### src/hw/dmc_pkg.sv
package dmc_pkg;

    // wishbone register offsets
    localparam logic [3:0] DMC_OFF_SW1    = 4'h0;
    localparam logic [3:0] DMC_OFF_SW2    = 4'h4;
    localparam logic [3:0] DMC_OFF_CTRL   = 4'h8;
    localparam logic [3:0] DMC_OFF_STATUS = 4'hC;

    // first bank bit positions
    localparam int DMC_S1_HOTLINE  = 0;
    localparam int DMC_S1_FTR      = 1;
    localparam int DMC_S1_DUPLEX   = 2;
    localparam int DMC_S1_SYNC     = 3;
    localparam int DMC_S1_INTCLK   = 4;
    localparam int DMC_S1_NETWORK  = 5;
    localparam int DMC_S1_AUTOANS  = 6;
    localparam int DMC_S1_LOOPBACK = 7;
    // second bank bit positions
    localparam int DMC_S2_ALTNET   = 0;
    localparam int DMC_S2_HOST     = 1;
    localparam int DMC_S2_SDS      = 2;
    localparam int DMC_S2_ECD      = 3;
    localparam logic [7:0] DMC_S2_USED_MASK = 8'h0F;

    // reset values
    localparam logic [7:0] DMC_SW1_RST  = 8'h00;
    localparam logic [7:0] DMC_SW2_RST  = 8'h00;
    localparam logic [3:0] DMC_RATE_RST = 4'h0;
    localparam logic       DMC_V35_RST  = 1'b0;

    // rate codes (async and sync share the field)
    localparam logic [3:0] DMC_RATE_110 = 4'h0;
    localparam logic [3:0] DMC_RATE_56K = 4'hA;
    localparam logic [3:0] DMC_RATE_64K = 4'hB;

    // ascii carriage return
    localparam logic [7:0] DMC_CHAR_CR = 8'h0D;

    // timing
    localparam longint DMC_CLK_HZ      = 100_000_000;
    localparam int     DMC_REDIAL_MS   = 1500;
    localparam int     DMC_ATTEMPT_MS  = 40000;
    localparam longint DMC_REDIAL_CYC  = DMC_CLK_HZ * DMC_REDIAL_MS / 1000;
    localparam longint DMC_ATTEMPT_CYC = DMC_CLK_HZ * DMC_ATTEMPT_MS / 1000;
    localparam int     DMC_TMR_W       = 32;
    localparam int     DMC_TXCLK_DIV   = 8;

    // call state
    typedef enum logic [2:0] {
        DMC_IDLE    = 3'b000,
        DMC_DIALING = 3'b001,
        DMC_CONN    = 3'b011,
        DMC_WAIT    = 3'b010,
        DMC_RING    = 3'b110
    } dmc_state_t;

    // wishbone request
    typedef struct packed {
        logic        cyc;
        logic        stb;
        logic        we;
        logic [3:0]  sel;
        logic [3:0]  adr;
        logic [31:0] dat;
    } dmc_wb_req_t;

    // derived line configuration
    typedef struct packed {
        logic full_duplex;
        logic two_stop;
        logic prompts_on;
        logic kbd_allowed;
        logic ecd_engaged;
        logic sds_latched;
    } dmc_cfg_t;

endpackage

### src/hw/dmc_call_ctrl.sv
`timescale 1ns/1ps
module dmc_call_ctrl
    import dmc_pkg::*;
#(
    parameter longint REDIAL_CYC  = DMC_REDIAL_CYC,
    parameter longint ATTEMPT_CYC = DMC_ATTEMPT_CYC
) (
    // clock and reset
    input  wire logic        clk_i,
    input  wire logic        rst_i,
    // wishbone slave
    input  wire dmc_wb_req_t wb_req_i,
    output logic [31:0]      wb_dat_o,
    output logic             wb_ack_o,
    // terminal side
    input  wire logic        term_ready_i,
    input  wire logic        rx_char_valid_i,
    input  wire logic [7:0]  rx_char_i,
    input  wire logic        ext_tx_clk_i,
    output logic             tx_clk_o,
    output logic             rx_clk_o,
    output logic             echo_valid_o,
    output logic [7:0]       echo_char_o,
    // front panel
    input  wire logic        data_line_key_i,
    input  wire logic        kbd_dial_start_i,
    input  wire logic        kbd_dial_end_i,
    output logic             v35_led_o,
    // network side
    input  wire logic        incoming_i,
    input  wire logic        connected_i,
    input  wire logic        disconnected_i,
    output logic             dial_o,
    output logic             answer_o,
    output logic             abort_o,
    output logic             remote_loop_o,
    output logic             net_clk_sync_o,
    output dmc_cfg_t         cfg_o
);

    // register state
    logic [7:0]  sw1_r, sw1_nxt;
    logic [7:0]  sw2_r, sw2_nxt;
    logic [3:0]  rate_r, rate_nxt;
    logic        v35_r, v35_nxt;
    logic        ack_r, ack_nxt;
    logic [31:0] dat_r, dat_nxt;
    // call state
    dmc_state_t            st_r, st_nxt;
    logic [DMC_TMR_W-1:0]  tmr_r, tmr_nxt;
    logic                  dtr_d_r, dtr_d_nxt;
    logic                  kbd_r, kbd_nxt;
    logic                  sds_r, sds_nxt;
    logic                  ecd_r, ecd_nxt;
    logic                  rej_r, rej_nxt;
    // outputs
    logic       dial_r, dial_nxt, ans_r, ans_nxt, abort_r, abort_nxt;
    logic       echo_v_r, echo_v_nxt;
    logic [7:0] echo_c_r, echo_c_nxt;
    logic [2:0] div_r, div_nxt;
    logic       txc_r, txc_nxt, rxc_r, rxc_nxt;
    dmc_cfg_t   cfg_r, cfg_nxt;

    // derived settings
    logic dtr_eff, virtual_leased_line, sync_m, high_rate, ans_req, call_ok, wb_hit;
    always_comb begin
        dtr_eff   = term_ready_i | sw1_r[DMC_S1_FTR];
        virtual_leased_line       = sw1_r[DMC_S1_HOTLINE] & sw1_r[DMC_S1_FTR];
        sync_m    = sw1_r[DMC_S1_SYNC];
        high_rate = (rate_r == DMC_RATE_56K) | (rate_r == DMC_RATE_64K);
        // sds only accepts sync 56/64 calls
        call_ok   = ~sds_r | (sync_m & high_rate);
        ans_req   = sw1_r[DMC_S1_AUTOANS] | data_line_key_i
                    | (~sync_m & rx_char_valid_i & (rx_char_i == DMC_CHAR_CR));
        wb_hit    = wb_req_i.cyc & wb_req_i.stb & ~ack_r;
    end

    // wishbone slave, one wait-free ack after request
    always_comb begin
        sw1_nxt  = sw1_r;
        sw2_nxt  = sw2_r;
        rate_nxt = rate_r;
        v35_nxt  = v35_r;
        ack_nxt  = wb_hit;
        dat_nxt  = 32'h0000_0000;
        if (wb_hit) begin
            if (wb_req_i.adr == DMC_OFF_SW1) begin
                if (wb_req_i.we && wb_req_i.sel[0]) sw1_nxt = wb_req_i.dat[7:0];
                dat_nxt = {24'h000000, sw1_r};
            end else if (wb_req_i.adr == DMC_OFF_SW2) begin
                // reserved positions ignored
                if (wb_req_i.we && wb_req_i.sel[0])
                    sw2_nxt = wb_req_i.dat[7:0] & DMC_S2_USED_MASK;
                dat_nxt = {24'h000000, sw2_r};
            end else if (wb_req_i.adr == DMC_OFF_CTRL) begin
                if (wb_req_i.we && wb_req_i.sel[0]) begin
                    rate_nxt = wb_req_i.dat[3:0];
                    v35_nxt  = wb_req_i.dat[4];
                end
                dat_nxt = {27'h0000000, v35_r, rate_r};
            end else if (wb_req_i.adr == DMC_OFF_STATUS) begin
                dat_nxt = {22'h000000, rej_r, ecd_r, sds_r, kbd_r, dtr_eff, virtual_leased_line,
                           1'b0, st_r};
            end
        end
    end

    // call control state machine
    always_comb begin
        st_nxt     = st_r;
        tmr_nxt    = tmr_r;
        dtr_d_nxt  = dtr_eff;
        dial_nxt   = 1'b0;
        ans_nxt    = 1'b0;
        abort_nxt  = 1'b0;
        sds_nxt    = sds_r;
        ecd_nxt    = ecd_r;
        if (data_line_key_i) begin
            // switched service settings latched at key press
            sds_nxt = sw2_r[DMC_S2_SDS];
            ecd_nxt = sw2_r[DMC_S2_ECD] & sw2_r[DMC_S2_SDS];
        end
        case (st_r)
            DMC_IDLE: begin
                if (incoming_i && dtr_eff && call_ok) begin
                    st_nxt = DMC_RING;
                end else if (sw1_r[DMC_S1_HOTLINE] && dtr_eff && !dtr_d_r
                             && call_ok) begin
                    dial_nxt = 1'b1;
                    tmr_nxt  = '0;
                    st_nxt   = DMC_DIALING;
                end
            end
            DMC_RING: begin
                if (!incoming_i) begin
                    st_nxt = DMC_IDLE;
                end else if (ans_req) begin
                    ans_nxt = 1'b1;
                    tmr_nxt = '0;
                    st_nxt  = DMC_DIALING;
                end
            end
            DMC_DIALING: begin
                tmr_nxt = tmr_r + 1'b1;
                if (connected_i) begin
                    st_nxt = DMC_CONN;
                end else if (virtual_leased_line && tmr_r >= DMC_TMR_W'(ATTEMPT_CYC - 1)) begin
                    abort_nxt = 1'b1;
                    tmr_nxt   = '0;
                    st_nxt    = DMC_WAIT;
                end else if (disconnected_i) begin
                    tmr_nxt = '0;
                    st_nxt  = virtual_leased_line ? DMC_WAIT : DMC_IDLE;
                end
            end
            DMC_CONN: begin
                if (disconnected_i) begin
                    tmr_nxt = '0;
                    st_nxt  = virtual_leased_line ? DMC_WAIT : DMC_IDLE;
                end
            end
            DMC_WAIT: begin
                tmr_nxt = tmr_r + 1'b1;
                if (tmr_r >= DMC_TMR_W'(REDIAL_CYC - 1)) begin
                    dial_nxt = 1'b1;
                    tmr_nxt  = '0;
                    st_nxt   = DMC_DIALING;
                end
            end
            default: st_nxt = DMC_IDLE;
        endcase
        // leaving virtual leased line stops redial
        if (!virtual_leased_line && (st_r == DMC_WAIT)) begin
            st_nxt   = DMC_IDLE;
            dial_nxt = 1'b0;
        end
    end

    // keyboard dialing and echo
    always_comb begin
        kbd_nxt    = kbd_r;
        rej_nxt    = rej_r;
        echo_v_nxt = 1'b0;
        echo_c_nxt = echo_c_r;
        if (kbd_dial_start_i) begin
            // async only; sync mode is keypad only
            kbd_nxt = ~sync_m;
            rej_nxt = sync_m;
        end
        if (kbd_dial_end_i || st_r == DMC_CONN) kbd_nxt = 1'b0;
        if (kbd_r && rx_char_valid_i) begin
            echo_v_nxt = 1'b1;
            echo_c_nxt = rx_char_i;
        end
    end

    // clocks and derived configuration
    always_comb begin
        div_nxt = div_r + 3'd1;
        rxc_nxt = (div_r == 3'(DMC_TXCLK_DIV - 1)) ? ~rxc_r : rxc_r;
        // transmit clock from terminal or internal divider
        txc_nxt = sw1_r[DMC_S1_INTCLK] ? rxc_nxt : ext_tx_clk_i;
        cfg_nxt.full_duplex = ~sw1_r[DMC_S1_DUPLEX]
                              | ~(sync_m & sw2_r[DMC_S2_ALTNET])
                              | (sync_m & high_rate);
        cfg_nxt.two_stop    = ~sync_m & (rate_r == DMC_RATE_110);
        cfg_nxt.prompts_on  = sync_m | ~sw2_r[DMC_S2_HOST];
        cfg_nxt.kbd_allowed = ~sync_m;
        cfg_nxt.ecd_engaged = ecd_r & sds_r;
        cfg_nxt.sds_latched = sds_r;
    end

    // registers
    always_ff @(posedge clk_i) begin
        if (rst_i) begin
            sw1_r    <= DMC_SW1_RST;
            sw2_r    <= DMC_SW2_RST;
            rate_r   <= DMC_RATE_RST;
            v35_r    <= DMC_V35_RST;
            ack_r    <= 1'b0;
            dat_r    <= 32'h0000_0000;
            st_r     <= DMC_IDLE;
            tmr_r    <= '0;
            dtr_d_r  <= 1'b0;
            kbd_r    <= 1'b0;
            sds_r    <= 1'b0;
            ecd_r    <= 1'b0;
            rej_r    <= 1'b0;
            dial_r   <= 1'b0;
            ans_r    <= 1'b0;
            abort_r  <= 1'b0;
            echo_v_r <= 1'b0;
            echo_c_r <= 8'h00;
            div_r    <= 3'd0;
            txc_r    <= 1'b0;
            rxc_r    <= 1'b0;
            cfg_r    <= '0;
        end else begin
            sw1_r    <= sw1_nxt;
            sw2_r    <= sw2_nxt;
            rate_r   <= rate_nxt;
            v35_r    <= v35_nxt;
            ack_r    <= ack_nxt;
            dat_r    <= dat_nxt;
            st_r     <= st_nxt;
            tmr_r    <= tmr_nxt;
            dtr_d_r  <= dtr_d_nxt;
            kbd_r    <= kbd_nxt;
            sds_r    <= sds_nxt;
            ecd_r    <= ecd_nxt;
            rej_r    <= rej_nxt;
            dial_r   <= dial_nxt;
            ans_r    <= ans_nxt;
            abort_r  <= abort_nxt;
            echo_v_r <= echo_v_nxt;
            echo_c_r <= echo_c_nxt;
            div_r    <= div_nxt;
            txc_r    <= txc_nxt;
            rxc_r    <= rxc_nxt;
            cfg_r    <= cfg_nxt;
        end
    end

    // flop outputs
    assign wb_dat_o       = dat_r;
    assign wb_ack_o       = ack_r;
    assign dial_o         = dial_r;
    assign answer_o       = ans_r;
    assign abort_o        = abort_r;
    assign echo_valid_o   = echo_v_r;
    assign echo_char_o    = echo_c_r;
    assign tx_clk_o       = txc_r;
    assign rx_clk_o       = rxc_r;
    assign v35_led_o      = v35_r;
    assign remote_loop_o  = sw1_r[DMC_S1_LOOPBACK];
    assign net_clk_sync_o = sw1_r[DMC_S1_NETWORK];
    assign cfg_o          = cfg_r;

endmodule

### config.mk
export PLATFORM = sky130hd
export DESIGN_NAME = dmc_call_ctrl
export DESIGN_NICKNAME = d
export VERILOG_FILES = /design/src/hw/dmc_pkg.sv /design/src/hw/dmc_call_ctrl.sv
export SDC_FILE = /design/constraint.sdc
export NUM_CORES = 1
export LEC_CHECK = 0
export BUFFER_PORTS_ARGS = -buffer_cell sky130_fd_sc_hd__buf_2
export CAP_MARGIN = 20
export CELL_PAD_IN_SITES_DETAIL_PLACEMENT = 0
export CELL_PAD_IN_SITES_GLOBAL_PLACEMENT = 2
export CORE_MARGIN = 1
export CORE_UTILIZATION = 32
export DETAILED_ROUTE_END_ITERATION = 10
export GPL_TIMING_DRIVEN = 0
export PLACE_DENSITY_LB_ADDON = 0.1
export SYNTH_ARGS = -nofsm -noshare
export SYNTH_HDL_FRONTEND = slang
export SYNTH_SLANG_ARGS = --single-unit
### constraint.sdc
create_clock -name clk_i -period 6.9 [get_ports clk_i]
set_clock_uncertainty 0.15 [all_clocks]
set_input_delay 0.345 -clock clk_i [delete_from_list [all_inputs] [get_ports clk_i]]
set_output_delay 0.345 -clock clk_i [all_outputs]
set_load 0.02 [all_outputs]
==> summary.txt <==
Die
  – Core area: about 13000 um^2
  – Row count: 42
  – Die Ht: 118.0 um
  – Chip Width: between 100 and 150 um
  – Area of the die: roughly 14000 um^2
  – I/O pins: approximately 120
  – Initial Util: 32.65%

CTS
  – Worst-skew pair later-pin latency: between 300 and 400 ps
  – Cts bufs inserted: 9
  – Worst-path clk slew: around 60 ps
  – Clk buf depth: 2
  – Post-CTS Setup Inserts: 0
  – Number of hold buffers added after CTS: 0
  – Post_cts resized: 0
  – CTS root buffer: clkbuf_16
  – Clk sinks: slightly above 90
  – H-tree levels: 3
  – TritonCTS clock tree: done

Worst setup path
  – Worst EP arrival: 3240 ps
  – Crit path cell chain: clkbuf_1 > nor4b_1 > a311oi_1 > o21ai_0 > a31oi_1 > clkbuf_1 > a21o_1 > a21o_1
  – Crit path kind: flop to flop
  – CP Data Required Time: just over 7000 ps
  – Max stage delay on crit path: roughly 580 ps
  – Critical Path Source Type: flop
  – Crit-path leading delay family: compound AO/OA/AOI/OAI gates
  – CP Max Fanout: 10
  – Setup crit end kind: flop
  – Buffers & Inverters on Critical Path: 2
  – Critical-path top delay cell: a311oi_1

Logic synthesis
  – Dominant synthesized flop cell: dfxtp_1
  – Cell Area, Synth: about 4300 um^2
  – Post-synthesis sequential area ratio: a little over two fifths
  – Largest family of logic cells by synthesized area: simple AND/OR/NAND/NOR gates
  – Post-Synthesis Cells: 510
  – Synth Area in Simple Gates: between 20% and 30%
  – EDFF count, synth: 0
  – Async SR Flop Fraction: 0%
  – Yosys warnings: 0
  – Synth cell types: 58
  – #FFs+latches synth: 91
  – Avg Synthesized Cell Area: ~8.4 um^2
  – Multiplexer area fraction after synthesis: under 10%
  – Post-Synth Adder-Cell Area: 0.8716%
  – Post-synthesis xor/xnor area fraction: less than 1%
  – Compound-Gate Fraction of Synth Area: between 10% and 20%

Finish
  – Register area: around 1800 um^2
  – Area of the multi-input gates: between 2000 and 2500 um^2
  – Fill count: 1399
  – # diodes: 0
  – Layout cells sized above 1: just under 20%
  – Layout area overhead: 21.44%
  – Most frequent cells in the layout: 91 x dfxtp_1, 69 x buf_2, 52 x nor2_1, 50 x nand2_1, 41 x nand3_1
  – Nets: approximately 670
  – Most common cell after layout, fill and taps aside: dfxtp_1

Detailed routing
  – # DRC: 0
  – DRT antenna net count: 0
  – Routed wire length: around 12000 um
  – Routed len/inst: ~15 um
  – Vias/cell: approximately 5
  – Initial DRT Pass Iterations: 4
  – Via count: about 3900
  – 1st-iter DRT viols: between 150 and 200

STA
  – Fin crit period: 3089 ps
  – Max_slew headroom: a little under two fifths
  – Tcrit/Tclk final: 44.77%
  – Worst slew pin tran: about 930 ps
  – Max Slew Vio Count: 0
  – Unrepaired setup endpoints after global routing: false
  – Final Setup Violations: 0
  – Fmax: roughly 0.32 GHz
  – Setup TNS: 0 ps
  – Final Hold Fails: 0

Global routing
  – Largest net degree at the start of global routing: 16
  – Vias in the first global route: 3712
  – GRT Total Usage: 17.98%
  – Initial antenna violation count: 0
  – First-pass GRT wire length: ~19000 um
  – GRT overflow: 0

Power
  – LEAKAGE: approximately 2.1 nW
  – Max VDD drop: around 150 uV
  – PD cells: ~230 nW/um^2
  – Total power: between 1 and 1.5 mW

Placed design
  – RD Place Congestion: between 0.7 and 0.8
  – Buffers on Ports: between 60 and 70
  – Post-DP HPWL: 8783 um

Outcome
  – Status: complete, no violations

Flow run
  – Max cap viols: 0

Worst hold path
  – Hold Crit Class: input pin to flop
==> path summary, 6_finish.rpt <==
| path | startpoint | endpoint | slack [ps] | cells past startpoint |
|---|---|---|---|---|
| max | sw1_r[3] | tmr_r[15] | 3810 | 8 |
| min | connected_i | abort_o | 60 | 2 |
| max reg2reg | sw1_r[3] | tmr_r[15] | 3810 | 8 |
| min reg2reg | div_r[0] | div_r[0] | 270 | 1 |
==> flip-flops by register name, summed over array words and instances, names as in the netlist <==
| name | flops |
|---|---|
| wb_ack_o | 1 |
| rate_r | 4 |
| st_r | 3 |
| ecd_r | 1 |
| echo_valid_o | 1 |
| sw1_r | 8 |
| abort_o | 1 |
| div_r | 3 |
| tmr_r | 32 |
| wb_dat_o | 10 |
| kbd_r | 1 |
| dial_o | 1 |
| sds_r | 1 |
| tx_clk_o | 1 |
| rx_clk_o | 1 |
| v35_led_o | 1 |
| rej_r | 1 |
| answer_o | 1 |
| cfg_o | 6 |
| echo_char_o | 8 |
| sw2_r | 4 |
| dtr_d_r | 1 |
==> layout make-up <==
cell class                      count  area share, %
Multi-Input combinational cell    381          42.73
Clock inverter                      4         0.6220
Clock buffer                       12          4.904
Sequential cell                    91          34.83
Tap cell                          176          4.211
Timing Repair Buffer               67          6.411
Inverter                           12         0.8612
Buffer                             47          5.431
==> logic make-up after synthesis <==
| family | count (synthesis) |
|---|---|
| xor gates and xnor gates | 4 |
| DFF | 91 |
| AOI/OAI and AO/OA | 103 |
| and+or+nand+nor | 222 |
| other | 1 |
| adders and majority gates | 3 |
| buffers and inverters | 59 |
| muxes | 27 |
==> routing by layer <==
layer | part of all wire [%] | up-vias | GRT usage, %
met5 | 0 | - | 0
met4 | 1.7 | 0 | 6.971
met3 | 3.4 | 17 | 4.215
met2 | 51 | 65 | 32.17
met1 | 44 | 1819 | 20.52
li1 | - | 1991 | -
==> cell usage after synthesis, types with 5 or more instances <==
master,count,area (um^2)
dfxtp_1,91,1822
nor2_1,52,195.2
nand2_1,50,187.7
nand3_1,41,205.2
mux2i_1,27,270.3
a21oi_1,26,130.1
buf_4,22,165.2
o21ai_0,20,100.1
a21o_1,19,142.6
nor3_1,16,80.08
clkbuf_1,15,56.30
inv_1,12,45.04
nand4_1,10,62.56
or3_1,8,50.05
a31oi_1,7,43.79
o311ai_1,7,61.31
nor2b_1,6,37.54
buf_1,5,18.77
nor4_1,5,31.28
==> where the power goes <==
part	switching (mW)	internal [mW]	total [mW]
combinational	0.113	0.0646	0.178
sequential	0.00887	0.536	0.545
clock	0.218	0.267	0.485
==> stage by stage <==
step           util [%]  hold slack, ps  worst slack [ps]  area, um^2  cells
2_1_floorplan         -           249.2              4413        4385    531
3_3_place_gp      37.46           257.7              3828        4941    774
3_5_place_dp      37.46           265.7              3785        4941    774
4_1_cts           39.65           52.66              3784        5230    790
5_1_grt           39.65           63.08              3559        5230    790
6_report          39.65           57.42              3811        5230    790
Power figures use the tool's default switching activity.
